## src/reset_gen_defs.vh

```
// Constants for the reset source generation block
// Operation
// - Failed option check raises option-fail source
// - Retry on failure; third failure enters emulated sleep
// - Emulated failure sleep forces readout protection
// - Debug reset request asserts system reset only
// - JTAG reset resets only test access port
// - JTAG reset ignored in serial or disabled mode
// - Sleep reset held entry through power-good
// - Emulated deep sleep keeps core power applied
// - One cause bit; option fail keeps original
// - Lockup flags and halts, applies no reset
// - Power-on output resets core and debug
// - System output spares debug components
// - Debug access output resets bus access port
// - Always-on output resets retained peripherals
// - Core peripheral output resets core peripherals
// - HV or awake LV asserts all five
// - Non-emulated sleep LV or sleep cycle spares always-on
// - Pin spares debug access; watchdog/software three
// - Option fail, emulated sleep, debug reset masks
// - Cause bits placed at bits zero to seven
// - Cause resets to one; bit zero reads one
// - Watchdog expiry raises watchdog source
// - Software request raises software source
`ifndef RESET_GEN_DEFS_VH
`define RESET_GEN_DEFS_VH

// Register byte addresses
`define ADDR_CAUSE        32'h4000002c
`define ADDR_STATUS       32'h40000030
`define ADDR_CONTROL      32'h40000034

// Cause record field positions and reset value
`define CAUSE_HV          0
`define CAUSE_LV          1
`define CAUSE_PIN         2
`define CAUSE_WDOG        3
`define CAUSE_SW          4
`define CAUSE_WAKE        5
`define CAUSE_OPTFAIL     6
`define CAUSE_LOCKUP      7
`define CAUSE_RESET       8'h01

// Reset output mask positions
`define OUT_POR           4
`define OUT_SYS           3
`define OUT_DAP           2
`define OUT_AON           1
`define OUT_CORE          0

// Output masks per source
`define MASK_ALL          5'h1f
`define MASK_SLEEP        5'h1d
`define MASK_PIN          5'h1b
`define MASK_WDOG_SW      5'h0b
`define MASK_OPTFAIL      5'h19
`define MASK_EMU          5'h09
`define MASK_DEBUG        5'h08

// Option check retry limit
`define OPT_FAIL_LIMIT    2'h3

// Least reset pulse width and clock rate
`define RST_HOLD_NS       20
`define MCLK_MHZ          250
`define RST_HOLD_CYC      ((`RST_HOLD_NS * `MCLK_MHZ + 999) / 1000)

// AXI responses
`define RESP_OKAY         2'h0
`define RESP_DECERR       2'h3

`endif

```

## src/reset_source_generation.v

```verilog
// Reset source collection, domain reset generation and cause record
//
// Register access over AXI4-Lite was decided locally.
`timescale 1ns/1ps
`include "reset_gen_defs.vh"

module reset_source_generation (
   input  wire        mclk,
   input  wire        resetn,
   input  wire        highVoltagePowerDetect,
   input  wire        lowVoltagePowerDetect,
   input  wire        externalResetPinN,
   input  wire        watchdogExpired,
   input  wire        softwareResetRequest,
   input  wire        debugResetRequest,
   input  wire        optionCheckValid,
   input  wire        optionCheckFail,
   input  wire        sleepEntryRequest,
   input  wire        sleepWakeRequest,
   input  wire        lvPowerGood,
   input  wire        lockupEntry,
   input  wire        jtagResetN,
   input  wire        debugSerialMode,
   input  wire        debugPortDisabled,
   output wire        powerOnResetOut,
   output wire        systemResetOut,
   output wire        debugAccessResetOut,
   output wire        alwaysOnPeriphReset,
   output wire        corePeriphReset,
   output reg         tapReset,
   output wire        readoutProtectForce,
   output wire        coreHalt,
   output wire        coreDomainPowerOff,
   input  wire [31:0] s_axi_awaddr,
   input  wire        s_axi_awvalid,
   output wire        s_axi_awready,
   input  wire [31:0] s_axi_wdata,
   input  wire [3:0]  s_axi_wstrb,
   input  wire        s_axi_wvalid,
   output wire        s_axi_wready,
   output reg  [1:0]  s_axi_bresp,
   output reg         s_axi_bvalid,
   input  wire        s_axi_bready,
   input  wire [31:0] s_axi_araddr,
   input  wire        s_axi_arvalid,
   output wire        s_axi_arready,
   output reg  [31:0] s_axi_rdata,
   output reg  [1:0]  s_axi_rresp,
   output reg         s_axi_rvalid,
   input  wire        s_axi_rready
);

   // -----------------------------------------------------------------
   // Constants and states
   // -----------------------------------------------------------------
   localparam integer HOLD_INT = `RST_HOLD_CYC;
   localparam [7:0] HOLD_CYC  = HOLD_INT[7:0];
   localparam [4:0] ST_AWAKE  = 5'h01;
   localparam [4:0] ST_DOWN   = 5'h02;
   localparam [4:0] ST_SLEEP  = 5'h04;
   localparam [4:0] ST_WAKE   = 5'h08;
   localparam [4:0] ST_EMU    = 5'h10;

   // -----------------------------------------------------------------
   // Declarations
   // -----------------------------------------------------------------
   reg        rstSync1;
   reg        rstSync2;
   wire       rstN;
   reg  [4:0] state_reg;
   reg  [4:0] state_next;
   reg  [4:0] holdMask_reg;
   reg  [7:0] holdCnt_reg;
   reg  [4:0] eventMask;
   reg  [7:1] cause_reg;
   reg  [7:1] cause_next;
   reg  [1:0] failCnt_reg;
   reg        protect_reg;
   reg        lockup_reg;
   reg        emuSelect_reg;
   reg        wakeDone;
   reg        emuEntry;
   wire       optFail;
   wire       optLimit;
   wire       inSleep;
   wire       sleepHeld;
   reg        awHave_reg;
   reg        wHave_reg;
   reg [31:0] awAddr_reg;
   reg [31:0] wData_reg;
   reg  [3:0] wStrb_reg;
   wire [31:0] statusWord;
   wire [31:0] causeWord;

   // -----------------------------------------------------------------
   // Reset release through two flip-flops
   // -----------------------------------------------------------------
   // First stage feeds only the second stage
   always @(posedge mclk or negedge resetn) begin
      if (!resetn) begin
         rstSync1 <= 1'b0;
         rstSync2 <= 1'b0;
      end else begin
         rstSync1 <= 1'b1;
         rstSync2 <= rstSync1;
      end
   end
   assign rstN = rstSync2;

   // -----------------------------------------------------------------
   // Option byte check and retry count
   // -----------------------------------------------------------------
   assign optFail  = optionCheckValid & optionCheckFail;
   assign optLimit = optFail & (failCnt_reg == (`OPT_FAIL_LIMIT - 2'h1));

   // Count survives the resets this block generates
   always @(posedge mclk or negedge rstN) begin
      if (!rstN) begin
         failCnt_reg <= 2'h0;
      end else if (optFail) begin
         failCnt_reg <= optLimit ? 2'h0 : failCnt_reg + 2'h1;
      end else if (optionCheckValid) begin
         failCnt_reg <= 2'h0;
      end
   end

   // -----------------------------------------------------------------
   // Deep sleep sequencing
   // -----------------------------------------------------------------
   // Next state for normal and emulated sleep
   always @* begin
      state_next = state_reg;
      wakeDone   = 1'b0;
      emuEntry   = 1'b0;
      case (state_reg)
         ST_AWAKE: begin
            if (optLimit) begin
               state_next = ST_EMU;
               emuEntry   = 1'b1;
            end else if (sleepEntryRequest) begin
               state_next = emuSelect_reg ? ST_EMU : ST_DOWN;
               emuEntry   = emuSelect_reg;
            end
         end
         ST_DOWN: begin
            state_next = ST_SLEEP;
         end
         ST_SLEEP: begin
            if (sleepWakeRequest) begin
               state_next = ST_WAKE;
            end
         end
         ST_WAKE: begin
            if (lvPowerGood) begin
               state_next = ST_AWAKE;
               wakeDone   = 1'b1;
            end
         end
         ST_EMU: begin
            if (sleepWakeRequest) begin
               state_next = ST_AWAKE;
               wakeDone   = 1'b1;
            end
         end
         default: begin
            state_next = ST_AWAKE;
         end
      endcase
   end

   // State register
   always @(posedge mclk or negedge rstN) begin
      if (!rstN) begin
         state_reg <= ST_AWAKE;
      end else begin
         state_reg <= state_next;
      end
   end

   assign inSleep   = state_reg[2] | state_reg[1] | state_reg[3];
   assign sleepHeld = inSleep | (state_reg[0] & sleepEntryRequest & ~emuSelect_reg);
   assign coreDomainPowerOff = state_reg[2];

   // Readout protection forced while parked after failures
   always @(posedge mclk or negedge rstN) begin
      if (!rstN) begin
         protect_reg <= 1'b0;
      end else if (optLimit) begin
         protect_reg <= 1'b1;
      end else if (state_reg[4] & sleepWakeRequest) begin
         protect_reg <= 1'b0;
      end
   end
   assign readoutProtectForce = protect_reg;

   // -----------------------------------------------------------------
   // Source to output mapping
   // -----------------------------------------------------------------
   // Union of the masks of every source active this cycle
   always @* begin
      eventMask = 5'h00;
      if (highVoltagePowerDetect) begin
         eventMask = eventMask | `MASK_ALL;
      end
      if (lowVoltagePowerDetect) begin
         eventMask = eventMask | (inSleep ? `MASK_SLEEP : `MASK_ALL);
      end
      if (!externalResetPinN) begin
         eventMask = eventMask | `MASK_PIN;
      end
      if (watchdogExpired | softwareResetRequest) begin
         eventMask = eventMask | `MASK_WDOG_SW;
      end
      if (optFail & ~optLimit) begin
         eventMask = eventMask | `MASK_OPTFAIL;
      end
      if (sleepHeld) begin
         eventMask = eventMask | `MASK_SLEEP;
      end
      if (state_reg[4] | emuEntry) begin
         eventMask = eventMask | `MASK_EMU;
      end
      if (debugResetRequest) begin
         eventMask = eventMask | `MASK_DEBUG;
      end
   end

   // Stretch each assertion to a least pulse width
   always @(posedge mclk or negedge rstN) begin
      if (!rstN) begin
         holdMask_reg <= `MASK_ALL;
         holdCnt_reg  <= HOLD_CYC;
      end else if (eventMask != 5'h00) begin
         holdMask_reg <= (holdCnt_reg != 8'h00) ? (holdMask_reg | eventMask) : eventMask;
         holdCnt_reg  <= HOLD_CYC;
      end else if (holdCnt_reg != 8'h00) begin
         holdCnt_reg  <= holdCnt_reg - 8'h01;
      end else begin
         holdMask_reg <= 5'h00;
      end
   end

   assign powerOnResetOut     = holdMask_reg[`OUT_POR];
   assign systemResetOut      = holdMask_reg[`OUT_SYS];
   assign debugAccessResetOut = holdMask_reg[`OUT_DAP];
   assign alwaysOnPeriphReset = holdMask_reg[`OUT_AON];
   assign corePeriphReset     = holdMask_reg[`OUT_CORE];

   // Test access port reset, independent of every other source
   always @(posedge mclk or negedge rstN) begin
      if (!rstN) begin
         tapReset <= 1'b0;
      end else begin
         tapReset <= ~jtagResetN & ~debugSerialMode & ~debugPortDisabled;
      end
   end

   // -----------------------------------------------------------------
   // Lockup flag
   // -----------------------------------------------------------------
   // Halts the core without any reset; set beats clear
   always @(posedge mclk or negedge rstN) begin
      if (!rstN) begin
         lockup_reg <= 1'b0;
      end else if (lockupEntry) begin
         lockup_reg <= 1'b1;
      end else if (systemResetOut) begin
         lockup_reg <= 1'b0;
      end
   end
   assign coreHalt = lockup_reg;

   // -----------------------------------------------------------------
   // Cause record
   // -----------------------------------------------------------------
   // Highest priority cause of a restart, one bit; option fail adds its bit to the kept cause
   always @* begin
      cause_next = cause_reg;
      if (highVoltagePowerDetect) begin
         cause_next = 7'h00;
      end else if (lowVoltagePowerDetect) begin
         cause_next = 7'h01;
      end else if (!externalResetPinN) begin
         cause_next = 7'h02;
      end else if (watchdogExpired) begin
         cause_next = 7'h04;
      end else if (softwareResetRequest) begin
         cause_next = 7'h08;
      end else if (wakeDone) begin
         cause_next = 7'h10;
      end else if (optFail) begin
         cause_next = cause_reg | 7'h20;
      end else if (lockupEntry) begin
         cause_next = 7'h40;
      end
   end

   // Changes only on capture, never by a bus write
   always @(posedge mclk or negedge rstN) begin
      if (!rstN) begin
         cause_reg <= 7'h00;
      end else begin
         cause_reg <= cause_next;
      end
   end
   assign causeWord = {24'h000000, cause_reg, 1'b1};

   assign statusWord = {22'h000000, failCnt_reg, 1'b0, lockup_reg,
                        protect_reg, state_reg};

   // -----------------------------------------------------------------
   // AXI4-Lite write channel
   // -----------------------------------------------------------------
   assign s_axi_awready = ~awHave_reg & ~s_axi_bvalid;
   assign s_axi_wready  = ~wHave_reg & ~s_axi_bvalid;

   // Hold address and data until both are present
   always @(posedge mclk or negedge rstN) begin
      if (!rstN) begin
         awHave_reg    <= 1'b0;
         wHave_reg     <= 1'b0;
         awAddr_reg    <= 32'h00000000;
         wData_reg     <= 32'h00000000;
         wStrb_reg     <= 4'h0;
         s_axi_bvalid  <= 1'b0;
         s_axi_bresp   <= `RESP_OKAY;
         emuSelect_reg <= 1'b0;
      end else begin
         if (s_axi_awvalid & s_axi_awready) begin
            awHave_reg <= 1'b1;
            awAddr_reg <= s_axi_awaddr;
         end
         if (s_axi_wvalid & s_axi_wready) begin
            wHave_reg <= 1'b1;
            wData_reg <= s_axi_wdata;
            wStrb_reg <= s_axi_wstrb;
         end
         if (awHave_reg & wHave_reg & ~s_axi_bvalid) begin
            awHave_reg   <= 1'b0;
            wHave_reg    <= 1'b0;
            s_axi_bvalid <= 1'b1;
            case (awAddr_reg & 32'hfffffffc)
               `ADDR_CONTROL: begin
                  s_axi_bresp <= `RESP_OKAY;
                  if (wStrb_reg[0]) begin
                     emuSelect_reg <= wData_reg[0];
                  end
               end
               `ADDR_CAUSE, `ADDR_STATUS: begin
                  s_axi_bresp <= `RESP_OKAY;
               end
               default: begin
                  s_axi_bresp <= `RESP_DECERR;
               end
            endcase
         end else if (s_axi_bvalid & s_axi_bready) begin
            s_axi_bvalid <= 1'b0;
         end
      end
   end

   // -----------------------------------------------------------------
   // AXI4-Lite read channel
   // -----------------------------------------------------------------
   assign s_axi_arready = ~s_axi_rvalid;

   // One read in flight; data answered the cycle after address
   always @(posedge mclk or negedge rstN) begin
      if (!rstN) begin
         s_axi_rvalid <= 1'b0;
         s_axi_rdata  <= 32'h00000000;
         s_axi_rresp  <= `RESP_OKAY;
      end else if (s_axi_arvalid & s_axi_arready) begin
         s_axi_rvalid <= 1'b1;
         case (s_axi_araddr & 32'hfffffffc)
            `ADDR_CAUSE: begin
               s_axi_rdata <= causeWord;
               s_axi_rresp <= `RESP_OKAY;
            end
            `ADDR_STATUS: begin
               s_axi_rdata <= statusWord;
               s_axi_rresp <= `RESP_OKAY;
            end
            `ADDR_CONTROL: begin
               s_axi_rdata <= {31'h00000000, emuSelect_reg};
               s_axi_rresp <= `RESP_OKAY;
            end
            default: begin
               s_axi_rdata <= 32'h00000000;
               s_axi_rresp <= `RESP_DECERR;
            end
         endcase
      end else if (s_axi_rvalid & s_axi_rready) begin
         s_axi_rvalid <= 1'b0;
      end
   end

endmodule

```

## config.mk

```make
export PLATFORM = sky130hd
export DESIGN_NAME = reset_source_generation
export DESIGN_NICKNAME = d
export VERILOG_FILES = /design/src/reset_source_generation.v
export VERILOG_INCLUDE_DIRS = /design/src /design/src/src
export SDC_FILE = /design/constraint.sdc
export NUM_CORES = 1
export LEC_CHECK = 0
export BUFFER_PORTS_ARGS = -buffer_cell sky130_fd_sc_hd__buf_2
export CAP_MARGIN = 20
export CORE_MARGIN = 2
export CORE_UTILIZATION = 52
export DETAILED_ROUTE_END_ITERATION = 10
export HOLD_SLACK_MARGIN = 0.08
export PLACE_DENSITY = 0.95
export SLEW_MARGIN = 10
export SYNTH_ARGS = -nofsm -noshare
export SYNTH_HDL_FRONTEND = slang
export SYNTH_SLANG_ARGS = --single-unit
```

## constraint.sdc

```tcl
create_clock -name mclk -period 3.9 [get_ports mclk]
set_input_delay 0.195 -clock mclk [delete_from_list [all_inputs] [get_ports mclk]]
set_output_delay 0.195 -clock mclk [all_outputs]
set_load 0.02 [all_outputs]
```

After elaboration in Yosys (flattened, before gate mapping) --
Cells that the tools add are included.
Operators by class: equality and inequality tests 20, add/subtract/negate cells 2, multiplexer cells 53, reductions and logical operators 15, bitwise operators 33
Operators with widths (number):
- 30-bit by 29-bit equality test with 1-bit output, second input constant | 6
- 5-bit 2-to-1 mux | 14
- 7-bit 2-to-1 mux | 8
- 10-bit case mux with 3 select lines | 1
- 5-bit case mux with 5 select lines | 1
- 1-bit AND | 17
- 1-bit 2-to-1 mux | 17
- 8-bit 2-to-1 mux | 2
- 2-bit nonzero test | 8
- 2-bit 2-to-1 mux | 6
- 4-bit 2-to-1 mux | 3
- 5-bit bitwise OR | 2
- 1-bit NOT | 9
- 2-bit != test, second input constant | 4
- 8-bit by 3-bit != test with 1-bit output, second input constant | 1
- 8-bit nonzero test | 1
- 8-bit by 1-bit subtractor with 8-bit output, second input constant | 1
- 7-bit by 3-bit != test with 1-bit output, second input constant | 1
- 7-bit != test, second input constant | 1
- 3-bit OR reduction | 2
- 5-bit by 1-bit equality test with 1-bit output, second input constant | 1
- 5-bit by 2-bit equality test with 1-bit output, second input constant | 1
- 5-bit by 3-bit equality test with 1-bit output, second input constant | 1
- 5-bit by 4-bit equality test with 1-bit output, second input constant | 1
- other kinds (10) | 14
Word-level totals: output and inout port bits 50, bits in registers 107, word-level logic and storage cells 145, bits of input ports 122

Logic depth before layout (Yosys ltp) --
word-level depth 14, depth in mapped cells 6, gate-level depth less buffers 6

Least setup slack after synthesis --
OpenSTA, ideal clock, no wires.
path type reg-to-reg, from reg s_axi_bvalid, to reg awAddr_reg[15], period minus slack after synthesis 1.797 ns, slack 2.103 ns, data required time 3.775 ns, arrival time 1.672 ns, cell stages (with the launch flop) 6, setup time 0.125 ns, buffers on the path 2, path through dfrtp_1 -> nor2_1 -> and2_1 -> clkbuf_1 -> buf_2 -> mux2_2
Between the ends: word-level cells in the longest chain between the ends 3
RTL lines:
- start: declaration | line reset_source_generation.v:42 | output reg s_axi_bvalid,
- start signal: assignment | line reset_source_generation.v:325 | s_axi_bvalid <= 1'b0;
- start signal: assignment | line reset_source_generation.v:341 | s_axi_bvalid <= 1'b1;
- start signal: assignment | line reset_source_generation.v:357 | s_axi_bvalid <= 1'b0;
- 1-bit NOT | line reset_source_generation.v:314 | assign s_axi_awready = ~awHave_reg & ~s_axi_bvalid;
- 1-bit AND | line reset_source_generation.v:314
- named net s_axi_awready | line reset_source_generation.v:36 | output wire s_axi_awready,
- 1-bit AND | line reset_source_generation.v:329 | if (s_axi_awvalid & s_axi_awready) begin
- end signal: assignment | line reset_source_generation.v:331 | awAddr_reg <= s_axi_awaddr;
- end: declaration | line reset_source_generation.v:89 | reg [31:0] awAddr_reg;
The timed path passes the listed nets, and every way through them passes these cells. A chain may end at the register's enable or synchronous reset.

Worst setup path in the final report --
from reg holdCnt_reg[1], to reg holdMask_reg[1]
Between the ends: word-level cells in the longest chain between the ends 3, elaborated cells between the ends (all ways) 4, classes of those cells eq/ne: 1; mux: 2; reduce/logical: 1
RTL lines:
- start: declaration | line reset_source_generation.v:73 | reg [7:0] holdCnt_reg;
- start signal: assignment | line reset_source_generation.v:237 | holdCnt_reg <= holdCnt_reg - 8'h01;
- 8-bit nonzero test (*) | line reset_source_generation.v:234, reset_source_generation.v:236
- 5-bit 2-to-1 mux | line reset_source_generation.v:234 | holdMask_reg <= (holdCnt_reg != 8'h00) ? (holdMask_reg | eventMask) : eventMask;
- 5-bit 2-to-1 mux | line reset_source_generation.v:233 | end else if (eventMask != 5'h00) begin
- end signal: assignment | line reset_source_generation.v:231 | holdMask_reg <= `MASK_ALL;
- end signal: assignment | line reset_source_generation.v:234
- end: declaration | line reset_source_generation.v:72 | reg [4:0] holdMask_reg;
Mark *: on every way between the ends. The rest lies on a longest branch, timed or not.

==> flow_metrics.env <==
export IMPL_period_share_pct=50.9
export IMPL_whs_path_depth=2
export IMPL_clk_root_buffer_cell="clkbuf_8"
export IMPL_worst_path_buf_inv=1
export IMPL_drive_above_1_share_pct=38.1
export IMPL_reg2reg_to="holdMask_reg[1]"
export IMPL_drt_pass1_iter_count=4
export IMPL_io_buffers=111
export IMPL_ctsResizeCount=0
export IMPL_synth_top_cells_by_count="dfrtp_1 (73), mux2_2 (34), nand2_1 (25)"
export IMPL_r2r_start="holdCnt_reg[1]"
export IMPL_internal_power_w=0.00171
export IMPL_io_pins=172
export IMPL_irDropWorstVdd_mv=0.487
export IMPL_ant_nets=0
export IMPL_slowest_stage="nor3b_1"
export IMPL_fin_cells=598
export IMPL_finClkSkew_ps=9.37
export IMPL_place_congestion=0.836
export IMPL_n_antenna_cell=0
export IMPL_track_usage_pct=24.7
export IMPL_ys_types=64
export IMPL_wirelength_um=10100
export IMPL_synth_ff_type="dfrtp_1"
export IMPL_dieArea_um2=8440
export IMPL_route_detailed_drc=0
export IMPL_min_period_ps=1980
export IMPL_yosysTopAreaCell="dfrtp_1"
export IMPL_worstHoldStart="s_axi_awaddr[26]"
export IMPL_largest_reg_flops=30
export IMPL_rr_worst_depth=5
export IMPL_final_setup_tns_ps=0
export IMPL_routed_via_density=5.47
export IMPL_clk_latency_ps=350
export IMPL_startpoint_type="flip-flop"
export IMPL_whs_endpoint="awAddr_reg[26]"
export IMPL_worst_setup_path_end_kind="flip-flop"
export IMPL_yosys_warnings=0
export IMPL_crit_arrival_ps=2260
export IMPL_p_leak_nw=2.27
export IMPL_first_global_vias=3334
export IMPL_seqPwrFrac_pct=49.5
export IMPL_htree_levels=3
export IMPL_core_area_um2=7610
export IMPL_grt_antenna_before_repair=0
export IMPL_maxCapViolCount=0
export IMPL_cts_made_buffers=9
export IMPL_worstSetupPathType="flip-flop to flip-flop"
export IMPL_path_depth=5
export IMPL_worst_path_max_fanout=8
export IMPL_yosysMostFrequentCell="dfrtp_1"
export IMPL_cts_clk_slew_worst_paths_ps=90
export IMPL_run_status="finished clean"
export IMPL_clock_fmax_mhz=504
export IMPL_path_delay_family="simple AND/OR/NAND/NOR gates"
export IMPL_synth_area_leaders="dfrtp_1 (45%), mux2_2 (9.5%), dfstp_2 (5.2%)"
export IMPL_synth_area_um2=4020
export IMPL_fill_cells=555
export IMPL_dp_hpwl_um=6760
export IMPL_syn_inst=351
export IMPL_clk_path_buf_depth=2
export IMPL_worst_pin_slew_ps=715
export IMPL_maxSlewHeadroom_pct=52.3
export IMPL_fin_ws_ps=1920
export IMPL_maxSlewViolCount=0
export IMPL_place_inst=549
export IMPL_pwr_share_comb_pct=25.6
export IMPL_async_flop_share_pct=100
export IMPL_cellPowerDensity_nw_per_um2=497
export IMPL_pwr_share_clk_pct=24.9
export IMPL_vias=3270
export IMPL_dp_slack_ps=2000
export IMPL_fin_area_um2=5070
export IMPL_wl_per_cell_um=17.0
export IMPL_post_cts_buffers=0
export IMPL_post_dp_cell_area_um2=4520
export IMPL_synth_top_cell_area_share_pct=45.5
export IMPL_setup_viol=0
export IMPL_power_share_switching_pct=32.1
export IMPL_num_nets_final=614
export IMPL_gr_total_overflow=0
export IMPL_rsz0062_at_grt="false"
export IMPL_synth_area_per_cell_um2=11.4
export IMPL_drt_first_iter_violations=199
export IMPL_final_seq_area_um2=2040
export IMPL_start_util_pct=52.8
export IMPL_netSwitchingPower_w=0.000810
export IMPL_seq_area_frac_synth_pct=50.7
export IMPL_grt_pass1_wl_um=16200
export IMPL_die_h_um=91.9
export IMPL_tritoncts="done"
export IMPL_cts_sinks=81
export IMPL_hold_violations=0
export IMPL_worstPathRequired_ps=4180
export IMPL_area_growth_syn_to_layout_pct=26.3
export IMPL_num_rows=32
export IMPL_die_w_um=91.9
export IMPL_grt_max_degree=80
export IMPL_reg2reg_slack_ps=1920
export IMPL_hp_class="input port to flip-flop"
export IMPL_synth_edf_count=0
export IMPL_cp_slowest_stage_delay_ps=570
export IMPL_multi_input_area_um2=1730
export IMPL_path_cells="inv_1, ha_1, nor3b_1, nand2_1, a221o_1"
export IMPL_whs_ps=95.1
export IMPL_synth_seq_cells=81
## layer usage
metal / wire [µm] / vias to the layer above / global-route usage [%]
met3: 533 / 25 / 5.67
li1: - / 1505 / -
met5: 0 / - / 0
met2: 5470 / 119 / 44.3
met1: 3870 / 1621 / 28.7
met4: 268 / 0 / 9.70
## power by group through the flow
stage          combinational [W]  sequential, W  clock (W)
2_1_floorplan           0.000487        0.00119          0
3_3_place_gp            0.000545        0.00123          0
3_5_place_dp            0.000589        0.00126          0
4_1_cts                 0.000617        0.00124   0.000632
5_1_grt                 0.000702        0.00128   0.000671
6_report                0.000644        0.00125   0.000629
## per-stage QoR
stage / power [W] / utilization [%]
after floorplan: 0.00168 / -
after global placement: 0.00178 / 59.3
after detailed placement: 0.00185 / 59.5
after CTS: 0.00249 / 66.3
after global routing: 0.00265 / 66.6
final: 0.00252 / 66.6
## cells in the final DEF, fill, tap and decap left out, types with 3 or more instances in the layout
cell type      instances
and4bb_2               6
a21o_1                 4
dfstp_2                8
a21oi_1                8
mux2_2                34
and2_1                 3
nand2b_1               6
nor2b_1                3
nand2_1               25
o21ai_0                6
dfrtp_1               72
o21ai_1                6
xnor2_1                5
buf_2                111
mux2i_1                4
nor3_1                 9
nand3_1                5
nand4_1                4
inv_1                 14
conb_1                23
clkinvlp_4             3
a211oi_1               4
nor4b_1                4
nor3b_1                5
nor4_1                15
dlygate4sd3_1         32
nand3b_1               4
o211ai_1               6
nor2_1                16
clkbuf_8              10
## worst max-delay path by stage
stage	slack, ps	startpoint	to
final	1920	holdCnt_reg[1]	holdMask_reg[1]
after global routing	1730	holdCnt_reg[1]	holdMask_reg[1]
after CTS	1950	holdCnt_reg[1]	holdMask_reg[1]
after detailed placement	2000	holdCnt_reg[1]	holdMask_reg[1]
after global placement	1870	s_axi_bvalid	awAddr_reg[9]
after floorplan	1490	rstN	awAddr_reg[10]
## cell families (layout without fill, tap and decap cells)
group / after synthesis / after routing / synth area share (%)
XOR/XNOR: 5 / 5 / 1.09
other: 2 / 23 / 0.187
AO/OA/AOI/OAI: 51 / 51 / 9.69
adder cells (fa/ha/maj): 1 / 1 / 0.312
AND/OR/NAND/NOR: 122 / 122 / 19.4
multiplexers: 38 / 38 / 10.5
buffers and inverters: 51 / 175 / 8.07
flip-flops: 81 / 81 / 50.7
## area by class of cell
type	instances	area share, %
well taps	102	2.52
multi-input cells	240	34.2
clock buffers	12	2.86
inverters	14	1.04
clock inverters	4	1.04
repair buffers	145	18.1
flip-flops and latches	81	40.3
## repair_timing
| action | in CTS | in global routing |
|---|---|---|
| hold endpoints to repair | 32 | 0 |
| endpoints found under the setup margin | 0 | 0 |
| hold buffers | 32 | 0 |
Power figures use the tool's default switching activity.
